## src/core/bpd_pkg.sv

```systemverilog
package bpd_pkg;

  // ----------------------------------------------------------------
  // Register map, byte addresses on the AXI4-Lite bus.
  // ----------------------------------------------------------------
  localparam logic [7:0] OFF_CTRL = 8'h00;   // pwm_control_reg.
  localparam logic [7:0] OFF_DUTY = 8'h04;   // duty_high_reg.
  localparam logic [7:0] OFF_PERIOD = 8'h08; // period_reg.
  localparam logic [7:0] OFF_TCTRL = 8'h0C;  // period_timer_control.
  localparam logic [7:0] OFF_FLAG = 8'h10;   // peripheral_flag_reg.
  localparam logic [7:0] OFF_DELAY = 8'h14;  // deadband_delay_reg.
  localparam logic [7:0] OFF_TIMER = 8'h18;  // period_timer, read only.
  localparam logic [7:0] OFF_PINDIR = 8'h1C; // pin_direction_reg.

  // ----------------------------------------------------------------
  // Field positions and reset values.
  // ----------------------------------------------------------------
  localparam int CTRL_CFG_LSB = 6;   // output_config_field <7:6>.
  localparam int CTRL_DLO_LSB = 4;   // Low duty bits <5:4>.
  localparam int TCTRL_ON_BIT = 2;   // period_timer_on.
  localparam logic [7:0] RST_CTRL = 8'h00;
  localparam logic [7:0] RST_DUTY = 8'h00;
  localparam logic [7:0] RST_PERIOD = 8'hFF;
  localparam logic [2:0] RST_TCTRL = 3'h0;
  localparam logic [7:0] RST_DELAY = 8'h00;
  localparam logic [3:0] RST_PINDIR = 4'hF;
  localparam logic [1:0] PWM_MODE_ON = 2'h3; // module_mode_field <3:2>.

  // Output configurations.
  localparam logic [1:0] CFG_SINGLE = 2'h0;
  localparam logic [1:0] CFG_FWD = 2'h1;
  localparam logic [1:0] CFG_HALF = 2'h2;
  localparam logic [1:0] CFG_REV = 2'h3;

  // Timing: oscillator periods per instruction cycle.
  localparam int OSC_PER_INSTR = 4;

  // AXI responses.
  localparam logic [1:0] RESP_OKAY = 2'h0;
  localparam logic [1:0] RESP_SLVERR = 2'h2;

  // Direction change sequencer states.
  typedef enum logic [1:0] {
    ST_RUN = 2'b01,
    ST_TURN = 2'b10
  } bpd_dir_state_type;

  // One register write, as issued by the bus slave.
  typedef struct packed {
    logic en;
    logic [7:0] addr;
    logic [31:0] data;
    logic [3:0] strb;
  } bpd_wr_type;

  // True when an address names a register.
  function automatic logic bpd_hit(input logic [7:0] a);
    bpd_hit = (a == OFF_CTRL) || (a == OFF_DUTY) || (a == OFF_PERIOD) ||
      (a == OFF_TCTRL) || (a == OFF_FLAG) || (a == OFF_DELAY) ||
      (a == OFF_TIMER) || (a == OFF_PINDIR);
  endfunction

endpackage

```

## src/core/bpd_axil.sv

```systemverilog
`timescale 1ns/100ps
module bpd_axil
  import bpd_pkg::*;
(
  input wire logic i_clk,
  input wire logic i_rstn,
  input wire logic i_ce,
  input wire logic [7:0] i_awaddr,
  input wire logic i_awvalid,
  output logic o_awready,
  input wire logic [31:0] i_wdata,
  input wire logic [3:0] i_wstrb,
  input wire logic i_wvalid,
  output logic o_wready,
  output logic [1:0] o_bresp,
  output logic o_bvalid,
  input wire logic i_bready,
  input wire logic [7:0] i_araddr,
  input wire logic i_arvalid,
  output logic o_arready,
  output logic [31:0] o_rdata,
  output logic [1:0] o_rresp,
  output logic o_rvalid,
  input wire logic i_rready,
  output bpd_wr_type o_wr,
  output logic [7:0] o_rd_addr,
  input wire logic [31:0] i_rd_data
);

  // ----------------------------------------------------------------
  // Write path.
  // ----------------------------------------------------------------
  // Address and data are taken together, once both are offered.
  // The register write is issued on the same edge as the handshake.
  always_ff @(posedge i_clk or negedge i_rstn) begin
    if (!i_rstn) begin
      o_awready <= 1'b0;
      o_wready <= 1'b0;
      o_wr <= '0;
      o_bvalid <= 1'b0;
      o_bresp <= RESP_OKAY;
    end else if (i_ce) begin
      o_awready <= 1'b0;
      o_wready <= 1'b0;
      o_wr.en <= 1'b0;
      if (i_awvalid && i_wvalid && !o_awready && !o_bvalid) begin
        o_awready <= 1'b1;
        o_wready <= 1'b1;
        o_wr <= '{en: 1'b1, addr: i_awaddr, data: i_wdata, strb: i_wstrb};
      end
      // Response follows the handshake by one cycle.
      if (o_bvalid && i_bready) begin
        o_bvalid <= 1'b0;
      end else if (o_awready) begin
        o_bvalid <= 1'b1;
        o_bresp <= bpd_hit(o_wr.addr) ? RESP_OKAY : RESP_SLVERR;
      end
    end
  end

  // ----------------------------------------------------------------
  // Read path.
  // ----------------------------------------------------------------
  assign o_rd_addr = i_araddr;

  // Data are captured with arready and shown one cycle later.
  always_ff @(posedge i_clk or negedge i_rstn) begin
    if (!i_rstn) begin
      o_arready <= 1'b0;
      o_rvalid <= 1'b0;
      o_rdata <= 32'h0;
      o_rresp <= RESP_OKAY;
    end else if (i_ce) begin
      o_arready <= 1'b0;
      if (i_arvalid && !o_arready && !o_rvalid) begin
        o_arready <= 1'b1;
        o_rdata <= i_rd_data;
        o_rresp <= bpd_hit(i_araddr) ? RESP_OKAY : RESP_SLVERR;
      end
      if (o_rvalid && i_rready) begin
        o_rvalid <= 1'b0;
      end else if (o_arready) begin
        o_rvalid <= 1'b1;
      end
    end
  end

endmodule

```

## src/core/bpd_deadband.sv

```systemverilog
`timescale 1ns/100ps
module bpd_deadband
  import bpd_pkg::*;
(
  input wire logic i_clk,
  input wire logic i_rstn,
  input wire logic i_ce,
  input wire logic i_enable,
  input wire logic [7:0] i_delay,
  input wire logic [1:0] i_raw,
  output logic [1:0] o_out
);

  // ----------------------------------------------------------------
  // One delay channel per half-bridge output.
  // ----------------------------------------------------------------
  genvar g;
  generate
    for (g = 0; g < 2; g++) begin : gen_ch
      logic prev;        // Raw level one cycle ago.
      logic busy;        // Delay is running.
      logic [9:0] cnt;   // Oscillator periods left.

      // Rising edges wait the delay; falling edges pass at once.
      always_ff @(posedge i_clk or negedge i_rstn) begin
        if (!i_rstn) begin
          prev <= 1'b0;
          busy <= 1'b0;
          cnt <= 10'h000;
          o_out[g] <= 1'b0;
        end else if (i_ce) begin
          prev <= i_raw[g];
          if (!i_enable) begin
            // Bypass: no delay on any edge.
            busy <= 1'b0;
            o_out[g] <= i_raw[g];
          end else if (!i_raw[g]) begin
            // Inactive edge is never delayed; a short pulse is lost.
            busy <= 1'b0;
            o_out[g] <= 1'b0;
          end else if (!prev) begin
            if (i_delay == 8'h00) begin
              o_out[g] <= 1'b1;
            end else begin
              busy <= 1'b1;
              cnt <= 10'(OSC_PER_INSTR * i_delay) - 10'h001;
            end
          end else if (busy) begin
            if (cnt == 10'h000) begin
              busy <= 1'b0;
              o_out[g] <= 1'b1;
            end else begin
              cnt <= cnt - 10'h001;
            end
          end
        end
      end
    end
  endgenerate

endmodule

```

## src/core/bpd_top.sv

```systemverilog
// Our own choices: the AXI4-Lite register port and the register offsets.
`timescale 1ns/100ps
// Notes on behaviour
// - Period is 4 osc times (period+1) times prescale.
// - Ten-bit duty from duty byte and control bits.
// - Period ends where timer equals period register.
// - Half-bridge: A is PWM, B its complement.
// - Half-bridge active edges delayed by delay count.
// - Delay applies only to inactive-to-active edges.
// - Delay longer than pulse keeps output inactive.
// - Forward: A held active, D modulated.
// - Reverse: C held active, B modulated.
// - Direction bit takes effect next PWM cycle.
// - A and C switch early by prescale osc periods.
// - B and D inactive during direction transition.
// - Full-bridge uses no dead-band delay.
// - Flag set after full cycle; outputs then valid.
// - Mode low bits choose output polarity.
// - New cycle starts at overflow, with the flag.
// - Control values double-buffered, loaded at overflow.
// - Delay loaded at duty or period boundary.
module bpd_top
  import bpd_pkg::*;
(
  input wire logic i_clk,
  input wire logic i_rstn,
  input wire logic i_ce,
  input wire logic [7:0] i_awaddr,
  input wire logic i_awvalid,
  output logic o_awready,
  input wire logic [31:0] i_wdata,
  input wire logic [3:0] i_wstrb,
  input wire logic i_wvalid,
  output logic o_wready,
  output logic [1:0] o_bresp,
  output logic o_bvalid,
  input wire logic i_bready,
  input wire logic [7:0] i_araddr,
  input wire logic i_arvalid,
  output logic o_arready,
  output logic [31:0] o_rdata,
  output logic [1:0] o_rresp,
  output logic o_rvalid,
  input wire logic i_rready,
  output logic [3:0] o_bridge_out,
  output logic [3:0] o_bridge_oe
);

  // ----------------------------------------------------------------
  // Register bus.
  // ----------------------------------------------------------------
  bpd_wr_type wr;          // One-cycle register write.
  logic [7:0] rd_addr;     // Address being read.
  logic [31:0] rd_data;    // Read data for that address.

  bpd_axil u_axil (
    .i_clk(i_clk),
    .i_rstn(i_rstn),
    .i_ce(i_ce),
    .i_awaddr(i_awaddr),
    .i_awvalid(i_awvalid),
    .o_awready(o_awready),
    .i_wdata(i_wdata),
    .i_wstrb(i_wstrb),
    .i_wvalid(i_wvalid),
    .o_wready(o_wready),
    .o_bresp(o_bresp),
    .o_bvalid(o_bvalid),
    .i_bready(i_bready),
    .i_araddr(i_araddr),
    .i_arvalid(i_arvalid),
    .o_arready(o_arready),
    .o_rdata(o_rdata),
    .o_rresp(o_rresp),
    .o_rvalid(o_rvalid),
    .i_rready(i_rready),
    .o_wr(wr),
    .o_rd_addr(rd_addr),
    .i_rd_data(rd_data)
  );

  // ----------------------------------------------------------------
  // Software registers.
  // ----------------------------------------------------------------
  logic [7:0] pwm_control_reg;      // Config, duty low bits, mode.
  logic [7:0] duty_high_reg;        // Upper eight duty bits.
  logic [7:0] period_reg;           // Period compare value.
  logic [2:0] period_timer_control; // Timer on and prescale.
  logic [7:0] deadband_delay_reg;   // delay_count.
  logic [3:0] pin_direction_reg;    // One means pin is an input.
  logic period_timer_flag;          // Set on every overflow.
  logic [7:0] period_timer;         // Running period timer.
  logic wr_lo;                      // Write that hits the low byte.
  logic ovf;                        // Last clock of a PWM period.

  assign wr_lo = wr.en && wr.strb[0];
  // Plain read-write registers; only the low byte is kept.
  always_ff @(posedge i_clk or negedge i_rstn) begin
    if (!i_rstn) begin
      pwm_control_reg <= RST_CTRL;
      duty_high_reg <= RST_DUTY;
      period_reg <= RST_PERIOD;
      period_timer_control <= RST_TCTRL;
      deadband_delay_reg <= RST_DELAY;
      pin_direction_reg <= RST_PINDIR;
    end else if (i_ce && wr_lo) begin
      case (wr.addr)
        OFF_CTRL: begin
          pwm_control_reg <= wr.data[7:0];
        end
        OFF_DUTY: begin
          duty_high_reg <= wr.data[7:0];
        end
        OFF_PERIOD: begin
          period_reg <= wr.data[7:0];
        end
        OFF_TCTRL: begin
          period_timer_control <= wr.data[2:0];
        end
        OFF_DELAY: begin
          deadband_delay_reg <= wr.data[7:0];
        end
        OFF_PINDIR: begin
          pin_direction_reg <= wr.data[3:0];
        end
        default: begin
          // Other addresses hold no plain register.
        end
      endcase
    end
  end

  // Flag: written directly by software, an overflow wins over a clear.
  always_ff @(posedge i_clk or negedge i_rstn) begin
    if (!i_rstn) begin
      period_timer_flag <= 1'b0;
    end else if (i_ce) begin
      if (ovf) begin
        period_timer_flag <= 1'b1;
      end else if (wr_lo && wr.addr == OFF_FLAG) begin
        period_timer_flag <= wr.data[0];
      end
    end
  end

  // Read multiplexer; narrow registers sit in the low bits.
  always_comb begin
    case (rd_addr)
      OFF_CTRL: rd_data = {24'h0, pwm_control_reg};
      OFF_DUTY: rd_data = {24'h0, duty_high_reg};
      OFF_PERIOD: rd_data = {24'h0, period_reg};
      OFF_TCTRL: rd_data = {29'h0, period_timer_control};
      OFF_FLAG: rd_data = {31'h0, period_timer_flag};
      OFF_DELAY: rd_data = {24'h0, deadband_delay_reg};
      OFF_TIMER: rd_data = {24'h0, period_timer};
      OFF_PINDIR: rd_data = {28'h0, pin_direction_reg};
      default: rd_data = 32'h0;
    endcase
  end

  // ----------------------------------------------------------------
  // Period timer with prescaler.
  // ----------------------------------------------------------------
  logic timer_on;      // period_timer_on.
  logic [1:0] pscale;  // prescale_select.
  logic [5:0] pre_cnt; // Oscillator periods within one timer step.
  logic [5:0] pre_max; // Last value of pre_cnt.
  logic [1:0] sub;     // Quarter of a timer step, duty resolution.
  logic tick;          // Timer steps on this clock.
  logic [9:0] pos;     // Position in the period, duty units.

  assign timer_on = period_timer_control[TCTRL_ON_BIT];
  assign pscale = period_timer_control[1:0];

  // One timer step is 4, 16 or 64 oscillator periods.
  always_comb begin
    case (pscale)
      2'h0: begin
        pre_max = 6'h03;
        sub = pre_cnt[1:0];
      end
      2'h1: begin
        pre_max = 6'h0F;
        sub = pre_cnt[3:2];
      end
      default: begin
        pre_max = 6'h3F;
        sub = pre_cnt[5:4];
      end
    endcase
  end

  assign tick = timer_on && (pre_cnt == pre_max);
  assign ovf = tick && (period_timer == period_reg);
  assign pos = {period_timer, sub};

  // Timer counts 0..period, then restarts: (period+1) steps.
  always_ff @(posedge i_clk or negedge i_rstn) begin
    if (!i_rstn) begin
      pre_cnt <= 6'h00;
      period_timer <= 8'h00;
    end else if (i_ce && timer_on) begin
      pre_cnt <= tick ? 6'h00 : pre_cnt + 6'h01;
      if (ovf) begin
        period_timer <= 8'h00;
      end else if (tick) begin
        period_timer <= period_timer + 8'h01;
      end
    end
  end

  // ----------------------------------------------------------------
  // Buffered control, loaded at each period boundary.
  // ----------------------------------------------------------------
  logic [1:0] sh_cfg;   // Active output configuration.
  logic [3:0] sh_mode;  // Active module mode and polarity.
  logic [9:0] sh_duty;  // Active ten-bit duty.
  logic [7:0] sh_delay; // Active dead-band delay.
  logic pwm_raw;        // Modulated signal, active level.
  logic pwm_prev;       // pwm_raw one cycle ago.
  logic duty_end;       // Duty boundary of this period.

  assign pwm_raw = pos < sh_duty;
  assign duty_end = pwm_prev && !pwm_raw;

  // Outputs change from buffered copies, except live_cfg during the early switch, so none glitch.
  always_ff @(posedge i_clk or negedge i_rstn) begin
    if (!i_rstn) begin
      sh_cfg <= CFG_SINGLE;
      sh_mode <= 4'h0;
      sh_duty <= 10'h000;
    end else if (i_ce && ovf) begin
      sh_cfg <= pwm_control_reg[CTRL_CFG_LSB +: 2];
      sh_mode <= pwm_control_reg[3:0];
      sh_duty <= {duty_high_reg, pwm_control_reg[CTRL_DLO_LSB +: 2]};
    end
  end

  // Delay copy is reloaded at every boundary, the duty end and the overflow.
  always_ff @(posedge i_clk or negedge i_rstn) begin
    if (!i_rstn) begin
      pwm_prev <= 1'b0;
      sh_delay <= RST_DELAY;
    end else if (i_ce) begin
      pwm_prev <= pwm_raw;
      if (ovf || duty_end) begin
        sh_delay <= deadband_delay_reg;
      end
    end
  end

  // ----------------------------------------------------------------
  // Direction change sequencer.
  // ----------------------------------------------------------------
  bpd_dir_state_type state;
  bpd_dir_state_type next_state;
  logic [1:0] live_cfg; // Configuration just written.
  logic full_now;       // Full bridge in the running cycle.
  logic turn_start;     // Start of the early switch interval.
  logic turn_rev;       // New direction is reverse.

  assign live_cfg = pwm_control_reg[CTRL_CFG_LSB +: 2];
  assign full_now = (sh_cfg == CFG_FWD) || (sh_cfg == CFG_REV);
  // The last quarter of the last step lasts 1, 4 or 16 osc periods.
  assign turn_start = timer_on && full_now && live_cfg[0] &&
    (live_cfg[1] != sh_cfg[1]) && (period_timer == period_reg) &&
    (sub == 2'h3);

  always_comb begin
    case (state)
      ST_RUN: next_state = (turn_start && !ovf) ? ST_TURN : ST_RUN;
      ST_TURN: next_state = ovf ? ST_RUN : ST_TURN;
      default: next_state = ST_RUN;
    endcase
  end

  // The sequencer holds its new direction for the whole interval.
  always_ff @(posedge i_clk or negedge i_rstn) begin
    if (!i_rstn) begin
      state <= ST_RUN;
      turn_rev <= 1'b0;
    end else if (i_ce) begin
      state <= next_state;
      if (state == ST_RUN && turn_start) begin
        turn_rev <= live_cfg[1];
      end
    end
  end

  // ----------------------------------------------------------------
  // Dead band for the half-bridge pair.
  // ----------------------------------------------------------------
  logic half_mode;   // Half-bridge configuration is running.
  logic [1:0] db_out; // Delayed A and B, active level.

  assign half_mode = sh_cfg == CFG_HALF;

  bpd_deadband u_deadband (
    .i_clk(i_clk),
    .i_rstn(i_rstn),
    .i_ce(i_ce),
    .i_enable(half_mode),
    .i_delay(sh_delay),
    .i_raw({!pwm_raw, pwm_raw}),
    .o_out(db_out)
  );

  // ----------------------------------------------------------------
  // Output steering and polarity.
  // ----------------------------------------------------------------
  logic [3:0] act;       // Active levels of A, B, C, D.
  logic [3:0] next_out;  // Pin levels after polarity.
  logic enabled;         // Module is in PWM mode.

  assign enabled = sh_mode[3:2] == PWM_MODE_ON;

  // Bit 0 is A, 1 is B, 2 is C, 3 is D.
  always_comb begin
    act = 4'h0;
    if (turn_start || state == ST_TURN) begin
      // A and C move to the new side early; B and D stay off.
      act[0] = (state == ST_TURN) ? !turn_rev : !live_cfg[1];
      act[2] = (state == ST_TURN) ? turn_rev : live_cfg[1];
    end else begin
      case (sh_cfg)
        CFG_SINGLE: begin
          act[0] = pwm_raw;
        end
        CFG_FWD: begin
          act[0] = 1'b1;
          act[3] = pwm_raw;
        end
        CFG_HALF: begin
          act[1:0] = db_out;
        end
        CFG_REV: begin
          act[2] = 1'b1;
          act[1] = pwm_raw;
        end
        default: begin
          act = 4'h0;
        end
      endcase
    end
    // Polarity: bit 1 inverts A and C, bit 0 inverts B and D.
    next_out[0] = act[0] ^ sh_mode[1];
    next_out[2] = act[2] ^ sh_mode[1];
    next_out[1] = act[1] ^ sh_mode[0];
    next_out[3] = act[3] ^ sh_mode[0];
    if (!enabled) begin
      next_out = 4'h0;
    end
  end

  // Pins are driven only where the direction bit is cleared.
  always_ff @(posedge i_clk or negedge i_rstn) begin
    if (!i_rstn) begin
      o_bridge_out <= 4'h0;
      o_bridge_oe <= 4'h0;
    end else if (i_ce) begin
      o_bridge_out <= next_out;
      o_bridge_oe <= ~pin_direction_reg;
    end
  end

endmodule

```

## config.mk

```make
export PLATFORM = sky130hd
export DESIGN_NAME = bpd_top
export DESIGN_NICKNAME = d
export VERILOG_FILES = /design/src/core/bpd_pkg.sv /design/src/core/bpd_axil.sv /design/src/core/bpd_deadband.sv /design/src/core/bpd_top.sv
export SDC_FILE = /design/constraint.sdc
export NUM_CORES = 1
export LEC_CHECK = 0
export ABC_AREA = 1
export BUFFER_PORTS_ARGS = -buffer_cell sky130_fd_sc_hd__buf_4
export CORE_MARGIN = 2
export CORE_UTILIZATION = 25
export DETAILED_ROUTE_END_ITERATION = 10
export GPL_TIMING_DRIVEN = 0
export REMOVE_ABC_BUFFERS = 1
export SKIP_LAST_GASP = 1
export SYNTH_ARGS = -nofsm -noshare
export SYNTH_HDL_FRONTEND = slang
export SYNTH_SLANG_ARGS = --single-unit
```

## constraint.sdc

```tcl
create_clock -name i_clk -period 4.68 [get_ports i_clk]
set_input_delay 0.468 -clock i_clk [delete_from_list [all_inputs] [get_ports i_clk]]
set_output_delay 0.468 -clock i_clk [all_outputs]
set_load 0.03 [all_outputs]
```

==> metrics.md <==
| Metric | Value |
|---|---|
| Outcome | finished, final reports clean |
| CTS clk-pin slew, worst paths | 0.06 ns |
| Hold Crit Class | in -> async |
| Max_slew headroom | 24.4% |
| Max FO, Critical Path | 29 |
| Family with the most delay on the worst path | simple AND/OR/NAND/NOR gates |
| CTS sink count | 146 |
| Max-slew violations | 0 |
| Seq/Total Area, Yosys | 47.5% |
| Cell with the most instances after synthesis | nand2_1 |
| Async SR Flop Fraction | 100% |
| Rows | 64 |
| Vias per inst | 4.50 |
| Tmin final | 2.52 ns |
| Die height | 180 um |
| Synth-to-layout area growth | 17.1% |
| Initial Utilization | 25.3% |
| Routability cong. | 0.876 |
| # DRC | 0 |
| TritonCTS clock tree | yes |
| Layout Utilization | 29.6% |
| ANT nets after route | 0 |
| Post-DP HPWL | 14,500 um |
| Worst vdd ir | 0.000258 V |
| Setup crit end kind | flip-flop |
| Seq cells post-synth | 146 |
| Final setup vio count | 0 |
| Netlist cell types | 46 |
| CP max stage delay | 0.81 ns |
| N_diodes | 0 |
| Initial antenna violation count | 1 |
| # IOs | 109 |
| Actual slew at the worst max-slew pin | 1.13 ns |
| Cts repair resizes | 0 |
| CP Class | in -> reg |
| Clock skew | 0.0152 ns |
| Crit start category | input pin |
| Crit-path cells | buf_4 > inv_1 > nor3_1 > nand3_1 > mux2_2 |
| Mapped Area | 7720 um2 |
| Largest net degree at the start of global routing | 86 |
| Final hold vios | 0 |
| Via count | 6,421 |
| Yosys warns | 0 |
| RSZ-0062 raised after global routing | no |
| Die X | 180 um |
| Drt initial violations | 509 |
| Crit path arrival time | 2.84 ns |
| Vias in the first global route | 6,108 |
| Final worst setup slack | 2.16 ns |
| Die ar. | 32,300 um2 |
| Drt wl/cell | 14.1 um |
| Final Net Count | 1,094 |
| FMAX | 398 MHz |
| GR Overflow Total | 0 |
| Synth top cells by count | nand2_1, dfrtp_1, inv_1 |
| Synth area leaders | dfrtp_1, nand2_1, o21ai_0, inv_1, dfstp_2 |
| Post-CTS setup repair buffer count | 0 |
| Buf/Inv on CP | 2 |
| Post-synth top flop | dfrtp_1 |
| Leakage | 4.26 nW |
| Overall fraction of global-route tracks in use | 12.6% |
| CORE AREA | 30,500 um2 |
| Drt pass-1 iters | 5 |
| # port buffers | 55 |
| Max reg flops | 20 |
| Most flops, register | u_deadband.gen_ch.cnt |
| Synth top area share | 43.1% |
| Worst EP required | 5.00 ns |
| Clk root buf | clkbuf_16 |
| Final wirelength | 20,100 um |
| Largest regs | u_deadband.gen_ch.cnt x20, u_axil.o_wr x18, sh_duty x10 |
| Max cap viols | 0 |
| Slowest CP cell | nand3_1 |
| First-pass GRT wire length | 32,500 um |
| Dpl ws | 1.72 ns |
| H-tree Lvls | 4 |
| Post-synth EDFFs | 0 |
| Period utilization | 53.8% |
| Cell accounting for the most synthesized area | dfrtp_1 |
| Setup TNS | 0 ns |
| Ratio of cells with drive above 1 in the final layout | 13.9% |
| PwrDens | 378 nW/um2 |
| Clk_lat worst skew | 0.45 ns |
| Mapped Cells | 967 |
| Clock Tree Buf Depth | 2 |
| Syn Area/Cell | 7.98 um2 |
| Num CTS Buffers | 17 |
| Post-CTS Hold Buffers | 0 |
[metal layers]
metal  routed length (um)  GRT usage (%)
met4                  211           3.48
met2                 9180           19.6
met5                   18              0
met3                  990           3.63
met1                 9700           17.2
[area by class of cell]
type | instances | area, um2
clock inverter | 15 | 184
inverter | 122 | 458
fill | 3268 | 21500
multi-input combinational | 675 | 3360
sequential | 146 | 3670
tap | 396 | 495
timing repair buffer | 56 | 444
clock buffer | 17 | 425
[cells by family (layout without fill, tap and decap cells)]
| family | Yosys count | after routing | share of synthesized area (%) |
|---|---|---|---|
| AOI/OAI and AO/OA | 200 | 200 | 14.0 |
| xor gates and xnor gates | 15 | 15 | 1.70 |
| adders and majority gates | 16 | 16 | 2.59 |
| buffers and inverters | 171 | 210 | 10.1 |
| DFF | 146 | 146 | 47.5 |
| muxes | 8 | 8 | 1.13 |
| other | 1 | 26 | 0.0486 |
| and+or+nand+nor | 410 | 410 | 22.9 |
[metrics by stage]
step | area (um2) | std cells | power (mW) | hold WS, ns
floorplan | 7490 | 943 | 1.79 | 0.172
CTS | 9040 | 1427 | 3.45 | 0.0345
global placement | 8400 | 1394 | 1.98 | 0.455
finish | 9040 | 1427 | 3.42 | 0.00503
global route | 9040 | 1427 | 3.58 | 0.0476
detailed placement | 8430 | 1395 | 2.00 | 0.460
[final timing paths]
path,end,depth (start not counted),slack [ns],from
min in group i_clk,u_axil.o_wr[0]$_DFFE_PN0P_,2,0.26,i_wstrb[0]
min,u_axil.o_arready$_DFFE_PN0P_,1,0.005,i_rstn
min reg2reg,u_deadband.gen_ch[1].busy$_DFFE_PN0P_,2,0.48,u_deadband.gen_ch[1].busy$_DFFE_PN0P_
max in group asynchronous,period_reg[5]$_DFFE_PN1P_,2,3.80,i_rstn
max reg2reg,u_deadband.gen_ch[0].cnt[0]$_DFFE_PN0P_,10,2.27,period_timer[7]$_DFFE_PN0P_
max,u_axil.o_wr[37]$_DFFE_PN0P_,5,2.16,i_ce
[layout by cell type (no fill, tap or decap), types with 4 or more instances in the layout]
| cell | n |
|---|---|
| a211oi_1 | 4 |
| conb_1 | 26 |
| clkbuf_16 | 17 |
| nor2_2 | 6 |
| nand2_2 | 5 |
| nand2_4 | 4 |
| nand4_1 | 9 |
| inv_2 | 9 |
| ha_1 | 16 |
| o22ai_1 | 8 |
| mux2_2 | 6 |
| inv_1 | 113 |
| nand3_1 | 38 |
| dfstp_2 | 13 |
| o21ai_1 | 30 |
| o31ai_1 | 4 |
| a31oi_1 | 5 |
| dfrtp_1 | 133 |
| nor2_1 | 73 |
| a21oi_1 | 39 |
| inv_6 | 8 |
| xor2_1 | 13 |
| nor3_1 | 17 |
| o21ai_0 | 97 |
| nand2_1 | 243 |
| buf_4 | 54 |
[power by group]
| group | total [mW] | internal, mW | switching, mW |
|---|---|---|---|
| sequential | 1.48 | 1.40 | 0.0821 |
| combinational | 0.499 | 0.157 | 0.342 |
| clock | 1.44 | 0.810 | 0.629 |
Note: power is estimated with default switching activity, not from simulation.
